[config.mk]
export PLATFORM = sky130hd
export DESIGN_NAME = telemetry_measurement_readout
export DESIGN_NICKNAME = d
export VERILOG_FILES = /design/src/rtl/telemetry_pkg.sv /design/src/rtl/rolling_average.sv /design/src/rtl/on_time_accumulator.sv /design/src/rtl/telemetry_measurement_readout.sv
export VERILOG_INCLUDE_DIRS = /design/src /design/src/rtl
export SDC_FILE = /design/constraint.sdc
export NUM_CORES = 1
export LEC_CHECK = 0
export CAP_MARGIN = 20
export CORE_MARGIN = 10
export CORE_UTILIZATION = 35
export CTS_CLUSTER_SIZE = 28
export DETAILED_ROUTE_END_ITERATION = 10
export DONT_BUFFER_PORTS = 1
export PLACE_DENSITY_LB_ADDON = 0.2
export SLEW_MARGIN = 15
export SYNTH_ARGS = -nofsm -noshare
export SYNTH_HDL_FRONTEND = slang
export SYNTH_SLANG_ARGS = --single-unit
export TNS_END_PERCENT = 10
[constraint.sdc]
create_clock -name i_core_clk -period 5.55 [get_ports i_core_clk]
set_input_delay 0 -clock i_core_clk [delete_from_list [all_inputs] [get_ports i_core_clk]]
set_output_delay 0 -clock i_core_clk [all_outputs]
set_load 0.01 [all_outputs]
[src/rtl/telemetry_regs.svh]
// Telemetry register map, command codes and timing constants of the readout
`ifndef TELEMETRY_REGS_SVH
`define TELEMETRY_REGS_SVH
`define DEV_ADDR_WRITE 8'h30
`define DEV_ADDR_READ 8'h31
`define CMD_TELEMETRY_SELECT 8'h80
`define CMD_CC_CODE 8'h18
`define CMD_LINE_SENSE 8'h1c
`define LINE_SENSE_ENABLE 8'h01
`define TEL_CURRENT_NOW 8'h10
`define TEL_VOLTAGE_NOW 8'h12
`define TEL_STATUS 8'h14
`define TEL_CURRENT_AVG 8'h18
`define TEL_VOLTAGE_AVG 8'h1a
`define TEL_PRIMARY_SUM 8'h2a
`define TEL_RECTIFIER_SUM 8'h2c
`define TEL_CAL_OFFSET 8'h2e
`define TEL_ADDR_STEP 8'h02
`define STATUS_READY_BIT 12
`define CUR_PARITY_BIT 15
`define CAL_SIGN_BIT 3
`define AVG_LOG2_DEPTH 4
`define LS_SAMPLES 16
`define PRI_DELAY_TICKS 4
`define REFRESH_US 100
`define CLK_PERIOD_NS 10
`define TICK_NS 85
`define REFRESH_CYCLES ((`REFRESH_US * 1000) / `CLK_PERIOD_NS)
`endif

[src/rtl/telemetry_pkg.sv]
// Shared types of the telemetry readout
`default_nettype none
package telemetry_pkg;
  typedef enum logic [6:0] {
    s_idle = 7'h01,
    s_addr = 7'h02,
    s_addr_ack = 7'h04,
    s_write = 7'h08,
    s_write_ack = 7'h10,
    s_read = 7'h20,
    s_read_ack = 7'h40
  } i2c_state_e;
endpackage : telemetry_pkg
`default_nettype wire

[src/rtl/rolling_average.sv]
// Sixteen-deep rolling average of one measurement channel
`default_nettype none
`include "telemetry_regs.svh"
module rolling_average #(
  parameter int W = 12,
  parameter int LOG2_DEPTH = `AVG_LOG2_DEPTH
) (
  input wire logic i_core_clk, // Core clock
  input wire logic i_arst_n, // Async reset, active low
  input wire logic i_sample_en, // One-cycle pulse, new sample
  input wire logic i_clear, // Level, forces history to zero
  input wire logic [W-1:0] i_sample, // Newest sample
  output logic [W-1:0] o_average // Mean of the held samples
);
  localparam int DEPTH = 1 << LOG2_DEPTH;
  localparam int SW = W + LOG2_DEPTH;
  logic [W-1:0] hist_reg [DEPTH];
  logic [LOG2_DEPTH-1:0] idx_reg;
  logic [SW-1:0] sum_reg;
  logic [SW-1:0] sum_next;

  // Running sum swaps the oldest sample for the newest
  assign sum_next = sum_reg + SW'(i_sample) - SW'(hist_reg[idx_reg]);

  // History ring, sum and output; the clear empties everything
  always_ff @(posedge i_core_clk or negedge i_arst_n) begin
    if (!i_arst_n) begin
      for (int k = 0; k < DEPTH; k++) begin
        hist_reg[k] <= '0;
      end
      idx_reg <= '0;
      sum_reg <= '0;
      o_average <= '0;
    end else if (i_clear) begin
      for (int k = 0; k < DEPTH; k++) begin
        hist_reg[k] <= '0;
      end
      idx_reg <= '0;
      sum_reg <= '0;
      o_average <= '0;
    end else if (i_sample_en) begin
      hist_reg[idx_reg] <= i_sample;
      idx_reg <= idx_reg + 1'b1;
      sum_reg <= sum_next;
      o_average <= sum_next[SW-1:LOG2_DEPTH];
    end
  end

  a_avg_clear: assert property (@(posedge i_core_clk) disable iff (!i_arst_n)
    i_clear |=> (o_average == '0) && (sum_reg == '0))
    else $error("Average not zero after clear");
endmodule : rolling_average
`default_nettype wire

[src/rtl/on_time_accumulator.sv]
// Sums conduction times over a fixed number of switching samples
`default_nettype none
`include "telemetry_regs.svh"
module on_time_accumulator #(
  parameter int W = 16,
  parameter int RUN_W = 10,
  parameter int SAMPLES = `LS_SAMPLES,
  parameter logic [RUN_W-1:0] DELAY_TICKS = '0
) (
  input wire logic i_core_clk, // Core clock
  input wire logic i_arst_n, // Async reset, active low
  input wire logic i_start, // Pulse, restart accumulation
  input wire logic i_abort, // Level, stop and stay idle
  input wire logic i_tick, // Pulse, one time tick
  input wire logic i_conduct, // Level, switch conducting
  output logic [W-1:0] o_sum, // Completed total
  output logic o_done // Pulse, total just loaded
);
  localparam int SC_W = $clog2(SAMPLES);
  logic conduct_prev_reg;
  logic seen_rise_reg;
  logic active_reg;
  logic [RUN_W-1:0] run_reg;
  logic [SC_W-1:0] sample_cnt_reg;
  logic [W-1:0] acc_reg;
  logic [W-1:0] acc_next;
  logic rise;
  logic fall;

  assign rise = i_conduct & ~conduct_prev_reg;
  assign fall = conduct_prev_reg & ~i_conduct;
  // Each sample adds its ticks plus the fixed path delay
  assign acc_next = acc_reg + W'(run_reg) + W'(DELAY_TICKS);

  // Tick count of the conduction interval in progress
  always_ff @(posedge i_core_clk or negedge i_arst_n) begin
    if (!i_arst_n) begin
      conduct_prev_reg <= 1'b0;
      run_reg <= '0;
    end else begin
      conduct_prev_reg <= i_conduct;
      if (rise) begin
        run_reg <= '0;
      end else if (i_conduct && i_tick) begin
        run_reg <= run_reg + 1'b1;
      end
    end
  end

  // Sample sequencing; partial intervals before the first rise are skipped
  always_ff @(posedge i_core_clk or negedge i_arst_n) begin
    if (!i_arst_n) begin
      active_reg <= 1'b0;
      seen_rise_reg <= 1'b0;
      sample_cnt_reg <= '0;
      acc_reg <= '0;
      o_sum <= '0;
      o_done <= 1'b0;
    end else begin
      o_done <= 1'b0;
      if (i_abort) begin
        active_reg <= 1'b0;
      end else if (i_start) begin
        active_reg <= 1'b1;
        seen_rise_reg <= 1'b0;
        sample_cnt_reg <= '0;
        acc_reg <= '0;
      end else if (active_reg) begin
        if (rise) begin
          seen_rise_reg <= 1'b1;
        end
        if (fall && seen_rise_reg) begin
          acc_reg <= acc_next;
          sample_cnt_reg <= sample_cnt_reg + 1'b1;
          if (sample_cnt_reg == SC_W'(SAMPLES - 1)) begin
            o_sum <= acc_next;
            o_done <= 1'b1;
            active_reg <= 1'b0;
          end
        end
      end
    end
  end

  a_done_count: assert property (@(posedge i_core_clk) disable iff (!i_arst_n)
    o_done |-> $past(sample_cnt_reg) == SC_W'(SAMPLES - 1) && $past(fall) && !active_reg)
    else $error("Sum completed at wrong sample count");
endmodule : on_time_accumulator
`default_nettype wire

[src/rtl/telemetry_measurement_readout.sv]
// Telemetry readout top: serial slave, measurement refresh and line-sense control
`default_nettype none
`include "telemetry_regs.svh"
module telemetry_measurement_readout #(
  parameter int CUR_W = 9,
  parameter int VOLT_W = 12,
  parameter int REFRESH_CYCLES = `REFRESH_CYCLES
) (
  input wire logic i_core_clk, // 100 MHz core clock
  input wire logic i_arst_n, // Async reset, active low
  input wire logic i_scl, // Serial clock from host
  input wire logic i_sda, // Serial data wire level
  output logic o_sda_out, // Serial data drive value, always low
  output logic o_sda_oe, // High while pulling data low
  input wire logic [CUR_W-1:0] i_current_count, // Measured current count
  input wire logic [VOLT_W-1:0] i_voltage_count, // Measured voltage, 10 mV steps
  input wire logic i_bus_switch_open, // Series load switch open
  input wire logic i_sync_rect_enable, // Synchronous rectifier enabled
  input wire logic i_primary_conducting, // Primary switch on
  input wire logic i_rectifier_conducting, // Rectifier conducting
  input wire logic [3:0] i_cal_offset_trim, // Factory offset, sign and magnitude
  input wire logic i_supply_below_reset, // Controller supply under reset level
  output logic [15:0] o_cc_code, // Constant-current code from host
  output logic o_line_sense_busy // Accumulation in progress
);
  localparam int RC_W = $clog2(REFRESH_CYCLES);
  localparam int PH_W = 7;
  telemetry_pkg::i2c_state_e state_reg;
  logic scl_prev_reg;
  logic sda_prev_reg;
  logic scl_rise;
  logic scl_fall;
  logic start_cond;
  logic stop_cond;
  logic [3:0] bit_cnt_reg;
  logic [7:0] rx_shift_reg;
  logic [7:0] tx_shift_reg;
  logic [7:0] next_byte;
  logic [1:0] byte_idx_reg;
  logic tx_high_reg;
  logic [15:0] tx_word_reg;
  logic [15:0] sel_word;
  logic [15:0] next_word;
  logic [7:0] cmd_reg;
  logic [7:0] tel_addr_reg;
  logic [7:0] cc_low_reg;
  logic wr_strobe;
  logic rd_advance;
  logic ls_start;
  logic [RC_W-1:0] refresh_cnt_reg;
  logic refresh_en;
  logic [CUR_W-1:0] cur_now_reg;
  logic [CUR_W-1:0] cur_avg;
  logic [VOLT_W-1:0] volt_now_reg;
  logic [VOLT_W-1:0] volt_avg;
  logic [PH_W-1:0] phase_reg;
  logic tick_en;
  logic ls_busy_reg;
  logic ls_ready_reg;
  logic pri_seen_reg;
  logic rec_seen_reg;
  logic pri_done;
  logic rec_done;
  logic [15:0] pri_sum;
  logic [15:0] rec_sum;
  logic [15:0] pri_sum_reg;
  logic [15:0] rec_sum_reg;

  // Current word: count in the low bits, odd parity over the rest of the high byte
  function automatic logic [15:0] current_word(input logic [CUR_W-1:0] count);
    logic [15:0] w;
    w = 16'(count);
    w[`CUR_PARITY_BIT] = ~^w[`CUR_PARITY_BIT-1:8];
    return w;
  endfunction : current_word

  // Telemetry read map; unmapped addresses read as zero
  function automatic logic [15:0] read_word(input logic [7:0] addr);
    logic [15:0] w;
    w = 16'h0000;
    case (addr)
      `TEL_CURRENT_NOW: w = current_word(cur_now_reg);
      `TEL_VOLTAGE_NOW: w = 16'(volt_now_reg);
      `TEL_STATUS: w[`STATUS_READY_BIT] = ls_ready_reg;
      `TEL_CURRENT_AVG: w = current_word(cur_avg);
      `TEL_VOLTAGE_AVG: w = 16'(volt_avg);
      `TEL_PRIMARY_SUM: w = pri_sum_reg;
      `TEL_RECTIFIER_SUM: w = rec_sum_reg;
      `TEL_CAL_OFFSET: w[`CAL_SIGN_BIT:0] = i_cal_offset_trim;
      default: w = 16'h0000;
    endcase
    return w;
  endfunction : read_word

  // Bus condition detection on the sampled pins
  assign scl_rise = i_scl & ~scl_prev_reg;
  assign scl_fall = scl_prev_reg & ~i_scl;
  assign start_cond = scl_prev_reg & i_scl & sda_prev_reg & ~i_sda;
  assign stop_cond = scl_prev_reg & i_scl & ~sda_prev_reg & i_sda;
  assign o_sda_out = 1'b0;
  assign o_line_sense_busy = ls_busy_reg;

  always_ff @(posedge i_core_clk or negedge i_arst_n) begin
    if (!i_arst_n) begin
      scl_prev_reg <= 1'b1;
      sda_prev_reg <= 1'b1;
    end else begin
      scl_prev_reg <= i_scl;
      sda_prev_reg <= i_sda;
    end
  end

  // Byte strobes and the word to send next
  assign wr_strobe = (state_reg == telemetry_pkg::s_write) && scl_fall && (bit_cnt_reg == 4'h8);
  assign rd_advance = (state_reg == telemetry_pkg::s_read_ack) && scl_fall && tx_high_reg;
  assign ls_start = wr_strobe && (byte_idx_reg == 2'h1) && (cmd_reg == `CMD_LINE_SENSE)
                    && (rx_shift_reg == `LINE_SENSE_ENABLE);
  always_comb sel_word = read_word(tel_addr_reg); // Follows every source the map reads
  always_comb next_word = read_word(tel_addr_reg + `TEL_ADDR_STEP);
  assign next_byte = tx_high_reg ? next_word[7:0] : tx_word_reg[15:8];

  // Serial slave sequencer; only data is ever driven, always low
  always_ff @(posedge i_core_clk or negedge i_arst_n) begin
    if (!i_arst_n) begin
      state_reg <= telemetry_pkg::s_idle;
      bit_cnt_reg <= 4'h0;
      rx_shift_reg <= 8'h00;
      tx_shift_reg <= 8'h00;
      tx_word_reg <= 16'h0000;
      tx_high_reg <= 1'b0;
      byte_idx_reg <= 2'h0;
      o_sda_oe <= 1'b0;
    end else if (i_supply_below_reset || stop_cond) begin
      state_reg <= telemetry_pkg::s_idle;
      o_sda_oe <= 1'b0;
    end else if (start_cond) begin
      state_reg <= telemetry_pkg::s_addr;
      bit_cnt_reg <= 4'h0;
      byte_idx_reg <= 2'h0;
      o_sda_oe <= 1'b0;
    end else begin
      unique case (state_reg)
        telemetry_pkg::s_idle: begin
          o_sda_oe <= 1'b0;
        end
        telemetry_pkg::s_addr, telemetry_pkg::s_write: begin
          if (scl_rise && bit_cnt_reg != 4'h8) begin
            rx_shift_reg <= {rx_shift_reg[6:0], i_sda};
            bit_cnt_reg <= bit_cnt_reg + 4'h1;
          end else if (scl_fall && bit_cnt_reg == 4'h8) begin
            bit_cnt_reg <= 4'h0;
            if (state_reg == telemetry_pkg::s_write) begin
              o_sda_oe <= 1'b1;
              state_reg <= telemetry_pkg::s_write_ack;
            end else if (rx_shift_reg == `DEV_ADDR_WRITE || rx_shift_reg == `DEV_ADDR_READ) begin
              o_sda_oe <= 1'b1;
              state_reg <= telemetry_pkg::s_addr_ack;
            end else begin
              state_reg <= telemetry_pkg::s_idle;
            end
          end
        end
        telemetry_pkg::s_addr_ack: begin
          if (scl_fall && rx_shift_reg[0]) begin
            tx_word_reg <= sel_word;
            tx_shift_reg <= sel_word[7:0];
            tx_high_reg <= 1'b0;
            o_sda_oe <= ~sel_word[7];
            bit_cnt_reg <= 4'h0;
            state_reg <= telemetry_pkg::s_read;
          end else if (scl_fall) begin
            o_sda_oe <= 1'b0;
            state_reg <= telemetry_pkg::s_write;
          end
        end
        telemetry_pkg::s_write_ack: begin
          if (scl_fall) begin
            o_sda_oe <= 1'b0;
            state_reg <= telemetry_pkg::s_write;
            if (byte_idx_reg != 2'h3) begin
              byte_idx_reg <= byte_idx_reg + 2'h1;
            end
          end
        end
        telemetry_pkg::s_read: begin
          if (scl_fall && bit_cnt_reg == 4'h7) begin
            o_sda_oe <= 1'b0;
            bit_cnt_reg <= 4'h0;
            state_reg <= telemetry_pkg::s_read_ack;
          end else if (scl_fall) begin
            o_sda_oe <= ~tx_shift_reg[6];
            tx_shift_reg <= {tx_shift_reg[6:0], 1'b0};
            bit_cnt_reg <= bit_cnt_reg + 4'h1;
          end
        end
        telemetry_pkg::s_read_ack: begin
          if (scl_rise && i_sda) begin
            state_reg <= telemetry_pkg::s_idle;
          end else if (scl_fall) begin
            if (tx_high_reg) begin
              tx_word_reg <= next_word;
            end
            tx_high_reg <= ~tx_high_reg;
            tx_shift_reg <= next_byte;
            o_sda_oe <= ~next_byte[7];
            state_reg <= telemetry_pkg::s_read;
          end
        end
      endcase
    end
  end

  // Command bytes: telemetry select, constant-current code low then high
  always_ff @(posedge i_core_clk or negedge i_arst_n) begin
    if (!i_arst_n) begin
      cmd_reg <= 8'h00;
      tel_addr_reg <= 8'h00;
      cc_low_reg <= 8'h00;
      o_cc_code <= 16'h0000;
    end else if (wr_strobe) begin
      if (byte_idx_reg == 2'h0) begin
        cmd_reg <= rx_shift_reg;
      end else if (cmd_reg == `CMD_TELEMETRY_SELECT && byte_idx_reg == 2'h1) begin
        tel_addr_reg <= rx_shift_reg;
      end else if (cmd_reg == `CMD_CC_CODE && byte_idx_reg == 2'h1) begin
        cc_low_reg <= rx_shift_reg;
      end else if (cmd_reg == `CMD_CC_CODE && byte_idx_reg == 2'h2) begin
        o_cc_code <= {rx_shift_reg, cc_low_reg};
      end
    end else if (rd_advance) begin
      tel_addr_reg <= tel_addr_reg + `TEL_ADDR_STEP;
    end
  end

  // Measurement refresh divider
  assign refresh_en = (refresh_cnt_reg == RC_W'(REFRESH_CYCLES - 1));
  always_ff @(posedge i_core_clk or negedge i_arst_n) begin
    if (!i_arst_n) begin
      refresh_cnt_reg <= '0;
    end else if (refresh_en) begin
      refresh_cnt_reg <= '0;
    end else begin
      refresh_cnt_reg <= refresh_cnt_reg + 1'b1;
    end
  end

  // Instantaneous values latch once per refresh period
  always_ff @(posedge i_core_clk or negedge i_arst_n) begin
    if (!i_arst_n) begin
      cur_now_reg <= '0;
      volt_now_reg <= '0;
    end else if (refresh_en) begin
      cur_now_reg <= i_current_count;
      volt_now_reg <= i_voltage_count;
    end
  end

  rolling_average #(.W(CUR_W), .LOG2_DEPTH(`AVG_LOG2_DEPTH)) u_current_avg (
    .i_core_clk(i_core_clk),
    .i_arst_n(i_arst_n),
    .i_sample_en(refresh_en & ~i_bus_switch_open),
    .i_clear(i_bus_switch_open),
    .i_sample(i_current_count),
    .o_average(cur_avg)
  );

  rolling_average #(.W(VOLT_W), .LOG2_DEPTH(`AVG_LOG2_DEPTH)) u_voltage_avg (
    .i_core_clk(i_core_clk),
    .i_arst_n(i_arst_n),
    .i_sample_en(refresh_en & ~i_bus_switch_open),
    .i_clear(i_bus_switch_open),
    .i_sample(i_voltage_count),
    .o_average(volt_avg)
  );

  // 85 ns ticks from the 10 ns clock, spaced 8 or 9 cycles to keep the mean exact
  assign tick_en = (phase_reg >= PH_W'(`TICK_NS - `CLK_PERIOD_NS));
  always_ff @(posedge i_core_clk or negedge i_arst_n) begin
    if (!i_arst_n) begin
      phase_reg <= '0;
    end else if (tick_en) begin
      phase_reg <= phase_reg + PH_W'(`CLK_PERIOD_NS) - PH_W'(`TICK_NS);
    end else begin
      phase_reg <= phase_reg + PH_W'(`CLK_PERIOD_NS);
    end
  end

  on_time_accumulator #(.W(16), .RUN_W(10), .SAMPLES(`LS_SAMPLES),
    .DELAY_TICKS(10'(`PRI_DELAY_TICKS))) u_primary_acc (
    .i_core_clk(i_core_clk),
    .i_arst_n(i_arst_n),
    .i_start(ls_start & i_sync_rect_enable),
    .i_abort(~i_sync_rect_enable),
    .i_tick(tick_en),
    .i_conduct(i_primary_conducting),
    .o_sum(pri_sum),
    .o_done(pri_done)
  );

  on_time_accumulator #(.W(16), .RUN_W(10), .SAMPLES(`LS_SAMPLES),
    .DELAY_TICKS(10'h000)) u_rectifier_acc (
    .i_core_clk(i_core_clk),
    .i_arst_n(i_arst_n),
    .i_start(ls_start & i_sync_rect_enable),
    .i_abort(~i_sync_rect_enable),
    .i_tick(tick_en),
    .i_conduct(i_rectifier_conducting),
    .o_sum(rec_sum),
    .o_done(rec_done)
  );

  // Sum registers stay stale until a commanded accumulation completes
  always_ff @(posedge i_core_clk or negedge i_arst_n) begin
    if (!i_arst_n) begin
      pri_sum_reg <= 16'h0000;
      rec_sum_reg <= 16'h0000;
    end else begin
      if (pri_done) begin
        pri_sum_reg <= pri_sum;
      end
      if (rec_done) begin
        rec_sum_reg <= rec_sum;
      end
    end
  end

  // Line-sense progress and ready flag
  always_ff @(posedge i_core_clk or negedge i_arst_n) begin
    if (!i_arst_n) begin
      ls_busy_reg <= 1'b0;
      ls_ready_reg <= 1'b0;
      pri_seen_reg <= 1'b0;
      rec_seen_reg <= 1'b0;
    end else if (!i_sync_rect_enable) begin
      ls_busy_reg <= 1'b0;
      ls_ready_reg <= 1'b0;
      pri_seen_reg <= 1'b0;
      rec_seen_reg <= 1'b0;
    end else if (ls_start) begin
      ls_busy_reg <= 1'b1;
      ls_ready_reg <= 1'b0;
      pri_seen_reg <= 1'b0;
      rec_seen_reg <= 1'b0;
    end else if (ls_busy_reg) begin
      pri_seen_reg <= pri_seen_reg | pri_done;
      rec_seen_reg <= rec_seen_reg | rec_done;
      if ((pri_seen_reg | pri_done) && (rec_seen_reg | rec_done)) begin
        ls_busy_reg <= 1'b0;
        ls_ready_reg <= 1'b1;
      end
    end
  end

  a_supply_silent: assert property (@(posedge i_core_clk) disable iff (!i_arst_n)
    i_supply_below_reset |=> !o_sda_oe && state_reg == telemetry_pkg::s_idle)
    else $error("Serial data driven while supply is low");
  a_ready_rises: assert property (@(posedge i_core_clk) disable iff (!i_arst_n)
    $rose(ls_ready_reg) |-> $past(ls_busy_reg) && !ls_busy_reg
    && $past(pri_seen_reg | pri_done) && $past(rec_seen_reg | rec_done))
    else $error("Ready set without completed accumulation");
  a_restart_clears: assert property (@(posedge i_core_clk) disable iff (!i_arst_n)
    ls_start && i_sync_rect_enable |=> ls_busy_reg && !ls_ready_reg)
    else $error("Line-sense restart did not clear ready");
  a_sr_off_idle: assert property (@(posedge i_core_clk) disable iff (!i_arst_n)
    !i_sync_rect_enable |=> !ls_busy_reg && !ls_ready_reg)
    else $error("Line sensing active while rectifier disabled");
  a_sums_stale: assert property (@(posedge i_core_clk) disable iff (!i_arst_n)
    !ls_busy_reg |=> $stable(pri_sum_reg) && $stable(rec_sum_reg))
    else $error("On-time sums changed without a command");
  a_now_latch: assert property (@(posedge i_core_clk) disable iff (!i_arst_n)
    refresh_en |=> cur_now_reg == $past(i_current_count) && volt_now_reg == $past(i_voltage_count))
    else $error("Measurement not latched on refresh");
  a_now_hold: assert property (@(posedge i_core_clk) disable iff (!i_arst_n)
    !refresh_en |=> $stable(cur_now_reg) && $stable(volt_now_reg))
    else $error("Measurement changed between refreshes");
  a_low_first: assert property (@(posedge i_core_clk) disable iff (!i_arst_n)
    state_reg == telemetry_pkg::s_addr_ack && scl_fall && rx_shift_reg[0]
    && !i_supply_below_reset && !stop_cond && !start_cond
    |=> !tx_high_reg && tx_shift_reg == $past(sel_word[7:0]))
    else $error("Read did not start with the low byte");
endmodule : telemetry_measurement_readout
`default_nettype wire

# After elaboration in Yosys (flattened, before gate mapping)
# Cells that the tools add are included.
# W data, S select, Z words.
[classes]
reduce_logical = 64
addsub = 19
bitwise_logic = 36
n_eq_ne = 59
order_cmp = 5
muxes = 150
[ops]
columns = ["operator", "count"]
rows = [
  ["$mux W192", 2],
  ["$mux W144", 2],
  ["$bwmux W192", 1],
  ["$mux W16", 12],
  ["$bwmux W144", 1],
  ["$mux W7", 15],
  ["$eq A8 B5 Y1 const B", 12],
  ["$pmux W8 S6", 2],
  ["$eq A8 B6 Y1 const B", 8],
  ["$mux W4", 16],
  ["$mux W12", 5],
  ["$pmux W4 S7", 2],
  ["$mux W1", 55],
  ["$bmux W12 S4", 1],
  ["$demux W12 S4", 1],
  ["$mux W9", 5],
  ["$mux W10", 4],
  ["$mux W8", 5],
  ["$bmux W9 S4", 1],
  ["$demux W9 S4", 1],
  ["$pmux W7 S5", 1],
  ["$add A16 B10 Y16", 2],
  ["$pmux W16 S2", 1],
  ["$ne A4 B4 Y1 const B", 7],
  ["67 further kinds", 171],
]
[totals]
output_inout_bits = 19
register_bits = 660
wordCells = 411
inputBits = 34

# Depth between registers and ports, before layout
[depth]
depth_word = 10
ltp_mapped = 15
mapped_depth_nobuf = 13

# By module
# A second synthesis with hierarchy kept.
[hier_totals]
hier_cells = 3619
area_unflattened_um2 = 34529.4
[by_module_without_submodules]
columns = ["module", "area_per_inst_um2", "seq_area_each_um2", "cells_per_inst", "n_inst"]
rows = [
  ["rolling_average (u_voltage_avg)", 11239.5, 5305.1, 1219, 1],
  ["telemetry_measurement_readout", 9193.8, 3957.5, 920, 1],
  ["rolling_average (u_current_avg)", 8604.5, 4028.9, 920, 1],
  ["on_time_accumulator (u_primary_acc)", 2834.0, 1251.2, 291, 1],
  ["on_time_accumulator (u_rectifier_acc)", 2657.5, 1251.2, 269, 1],
]

# Worst setup path before layout
# No wires, ideal clock.
[synth_path]
kind = "flip-flop to flip-flop"
startpoint = "register u_voltage_avg.idx_reg[0]"
endpoint = "register u_voltage_avg.sum_reg[15]"
required_time_ps = 5472
setup_time_ps = 78
synth_period_minus_slack_ps = 4736
n_path_buf = 2
path_stages_with_launch = 15
arrival_time_ps = 4658
path_slack_ps = 814
cell_sequence = "dfrtp_1 -> clkbuf_1 -> buf_1 -> mux4_2 -> mux4_2 -> fa_1 -> inv_1 -> ha_1 -> or3_1 -> o221a_2 -> a211oi_1 -> nor4_1 -> or3_1 -> a21o_1 -> a21oi_1"
[synth_between]
elab_chain_cells = 7
[synth_lines]
columns = ["item", "line", "source"]
rows = [
  ["start, declared", "rolling_average.sv:18", "logic [LOG2_DEPTH-1:0] idx_reg;"],
  ["start signal, assigned", "rolling_average.sv:43", "idx_reg <= idx_reg + 1'b1;"],
  ["$not A4 Y5 (not written as such)", "rolling_average.sv:23", "assign sum_next = sum_reg + SW'(i_sample) - SW'(hist_reg[idx_reg]);"],
  ["$bmux W12 S4", "rolling_average.sv:23", ""],
  ["$mux W12 (not written as such) (2 in series)", "rolling_average.sv:23", ""],
  ["$sub A16 B12 Y16", "rolling_average.sv:23", ""],
  ["$mux W16", "rolling_average.sv:41", "end else if (i_sample_en) begin"],
  ["$mux W16", "rolling_average.sv:34", "end else if (i_clear) begin"],
  ["end signal, assigned", "rolling_average.sv:44", "sum_reg <= sum_next;"],
  ["end, declared", "rolling_average.sv:19", "logic [SW-1:0] sum_reg;"],
]
# Every way passes these cells. The select of a mux whose other input is x is not followed.
# A chain may end at the register's enable or synchronous reset.

# Worst setup path after layout
# Ends and elaborated chain as after synthesis.

==> key figures <==
Status
  – Run status: complete, but fails checks
  – Violated checks: hold timing, slew limit

Synthesis
  – Post-synth ARST share: 100%
  – Sequential fraction of the synthesis area: 47.1%
  – Post-Synthesis Cells: 3527
  – Syn_nets: 3668
  – Synth cell types: 92
  – Top_reg_cell synth: dfrtp_1
  – Post-synth EDFFs: 0
  – Warnings from Yosys: 0
  – #FFs+latches synth: 631
  – Avg Cell Area, Syn: 9.51 sq um
  – Synthesized cell area: 33600 sq um

Timing
  – Hold Violations, Final: 632
  – Period utilization: 87.8%
  – Final setup skew: 0.0383 ns
  – RSZ-0062 raised after global routing: false
  – Hold slack final: -0.908 ns
  – Setup TNS: 0 ns
  – Setup violations, final: 0
  – Worst slew margin: -129%
  – Setup WS post-layout: 0.676 ns
  – Fin crit period: 4.87 ns
  – Worst Tran Pin Value: 3.43 ns
  – Max Clk Rate: 0.205 GHz
  – Pins over their slew limit: 518

Die
  – Die Y: 330 microns
  – CORE AREA: 95000 sq um
  – Die Width: 330 microns
  – Std-Cell Rows: 113
  – IO Count: 53
  – Die area: 109000 sq um
  – Initial core utilization: 35.3%

Layout
  – Layout Nets: 3614
  – Multi-input gate area in the final layout: 16300 sq um
  – Area grow syn2layout: 12.9%
  – Most frequent cells in the layout: 873 x nand2_1, 624 x dfrtp_1, 450 x a21oi_1
  – Max reg flops: 192
  – Layout cells sized above 1: 11.2%
  – Sequential cell area: 15800 sq um
  – Commonest non-fill, non-tap cell in the layout: nand2_1
  – Final Cell Area: 37900 sq um
  – Final Core Density: 39.9%
  – Final Non-Filler Cells: 4798
  – Layout fillers: 9365

Global routing
  – M1 GR Usage: 25.2%
  – Grt ovf: 0
  – First-pass GRT wire length: 158000 microns
  – GR Layer Usage met3: 2.78%
  – Vias in the first global route: 25466
  – GRT busiest layer: met2
  – Largest net degree at the start of global routing: 632
  – Global-route usage over all layers: 18.2%
  – Initial antenna violation count: 4
  – Met2 Track Usage GR: 28.9%

Setup path
  – Critical Path AT: 5.41 ns
  – Crit path kind: reg2reg
  – Cell count of the worst reg-to-reg path: 13
  – CP endpoint: u_voltage_avg.sum_reg[15]
  – Startpoint type of the worst setup path: flop
  – Reg2Reg Launch Point: u_voltage_avg.idx_reg[0]
  – FF-to-FF End: u_voltage_avg.sum_reg[15]
  – Reg-to-reg slack, setup: 0.68 ns
  – CP Data Required Time: 6.09 ns
  – Crit Path Max Fanout: 20
  – CP endpoint kind: flop
  – Setup crit start: u_voltage_avg.idx_reg[0]

Power and ir drop
  – VDD IR max: 217 uV
  – Tot Pwr: 10.1 mW
  – Combinational share of power: 3.4%
  – Internal power: 7.80 mW
  – Pleak: 16.0 nW
  – Sw Ratio: 22.8%
  – Flop pwr share: 45.8%
  – P_sw: 2.31 mW
  – Clock power share: 50.8%
  – Power Density: 267 nW/um^2

Route
  – Residual DRC: 0
  – Via-to-Cell Ratio: 5.40
  – Starting DRT DRC Count: 2421
  – Routed Antenna Nets: 0
  – DRT Pass-1 Iters: 7
  – Via count: 25902
  – Final wirelength: 99900 microns
  – Wire per inst: 20.8 microns

CTS
  – Clock transition at path regs: 0.07 ns
  – TritonCTS clock tree: done
  – Cts hold-fix bufs: 83
  – H-tree depth: 3
  – Post-CTS resize count: 0
  – CTS Buffer Depth: 3
  – Sink Count: 631
  – Skew-Pair Late Insertion Delay: 0.65 ns
  – Post-CTS setup buffer count: 0
  – CTS root buf: clkbuf_16
  – Num CTS Buffers: 74

Placement
  – Pre-CTS setup slack: 0.691 ns
  – Port Buffers: 0
  – Placed Area: 34400 sq um
  – Placed cells: 4574
  – Hpwl dp: 64100 microns
  – GPL Wtd Cong: 0.918

Worst hold path
  – Worst min path class: in2async

Job
  – MaxCap Viol Count: 0
## worst max-delay path, cell delays in order, from the launching register on
cell,delay [ns]
dfrtp_4,0.69
buf_4,0.28
mux4_2,0.54
mux4_2,0.49
fa_1,0.52
inv_1,0.04
ha_1,0.25
or3_1,0.43
o221a_2,0.29
a211oi_1,0.37
nor4_1,0.15
or3_1,0.41
a21o_1,0.16
a21oi_1,0.12
## logic make-up (layout without fill, tap and decap cells)
family | after synthesis | count (layout) | share of synthesized area (%)
muxes | 220 | 220 | 10.9
and+or+nand+nor | 1318 | 1318 | 17.0
buffers and inverters | 374 | 378 | 4.37
xor gates and xnor gates | 94 | 94 | 2.45
DFF | 631 | 631 | 47.1
other | 1 | 3 | 0.0112
AOI/OAI and AO/OA | 782 | 782 | 13.8
adders and majority gates | 107 | 107 | 4.50
## how the worst min path moves through the flow
stage,from,end,slack [ns]
after global routing,i_arst_n,u_primary_acc.run_reg[4],-0.93
after floorplan,i_arst_n,bit_cnt_reg[0],-0.30
after CTS,i_arst_n,u_primary_acc.o_sum[4],-0.93
after detailed placement,i_arst_n,u_primary_acc.run_reg[4],-0.25
after global placement,i_arst_n,u_primary_acc.run_reg[4],-0.26
final,i_arst_n,u_primary_acc.acc_reg[4],-0.91
## cells in the mapped netlist, types with 13 or more instances
| master | number | area (sq um) |
|---|---|---|
| buf_1 | 17 | 63.8 |
| nand4_1 | 27 | 169 |
| nand2_1 | 873 | 3280 |
| a21o_1 | 14 | 105 |
| inv_1 | 131 | 492 |
| o21ai_0 | 108 | 541 |
| xnor2_1 | 45 | 394 |
| a31oi_1 | 13 | 81.3 |
| fa_1 | 23 | 460 |
| ha_1 | 84 | 1050 |
| a21oi_1 | 450 | 2250 |
| or3_1 | 19 | 119 |
| dfrtp_1 | 628 | 15700 |
| clkbuf_1 | 200 | 751 |
| nand3_1 | 65 | 325 |
| a22o_1 | 19 | 166 |
| mux2_2 | 101 | 1140 |
| nand2b_1 | 15 | 93.8 |
| and3_1 | 29 | 181 |
| o21a_1 | 13 | 97.6 |
| nor2b_1 | 17 | 106 |
| buf_2 | 17 | 85.1 |
| mux4_2 | 105 | 2360 |
| a221oi_1 | 13 | 114 |
| nor2_1 | 175 | 657 |
| xor2_1 | 49 | 429 |
| a211oi_1 | 22 | 165 |
| mux2i_1 | 13 | 130 |
| nor3_1 | 34 | 170 |
## final cells by class
cell class | instances | share of cell area, %
diodes | 2 | 0.0132
clock buffers | 104 | 5.75
clock inverters | 30 | 1.01
inverters | 133 | 1.32
multi-input cells | 2522 | 43.1
flip-flops and latches | 631 | 41.7
well taps | 1265 | 4.18
repair buffers | 111 | 2.97
## power groups by stage
stage               combinational, mW  clock, mW  sequential [mW]
global placement                0.197          0             4.72
detailed placement              0.197          0             4.72
floorplan                       0.229          0             4.71
global route                    0.373       5.45             4.63
CTS                             0.337       5.26             4.63
finish                          0.339       5.14             4.63
## per-layer routing
metal / wire length, microns / part of all wire [%]
met1: 44500 / 45
met3: 5780 / 5.8
met2: 46300 / 46
met4: 3210 / 3.2
met5: 41 / 0.041
Power figures use the tool's default switching activity.
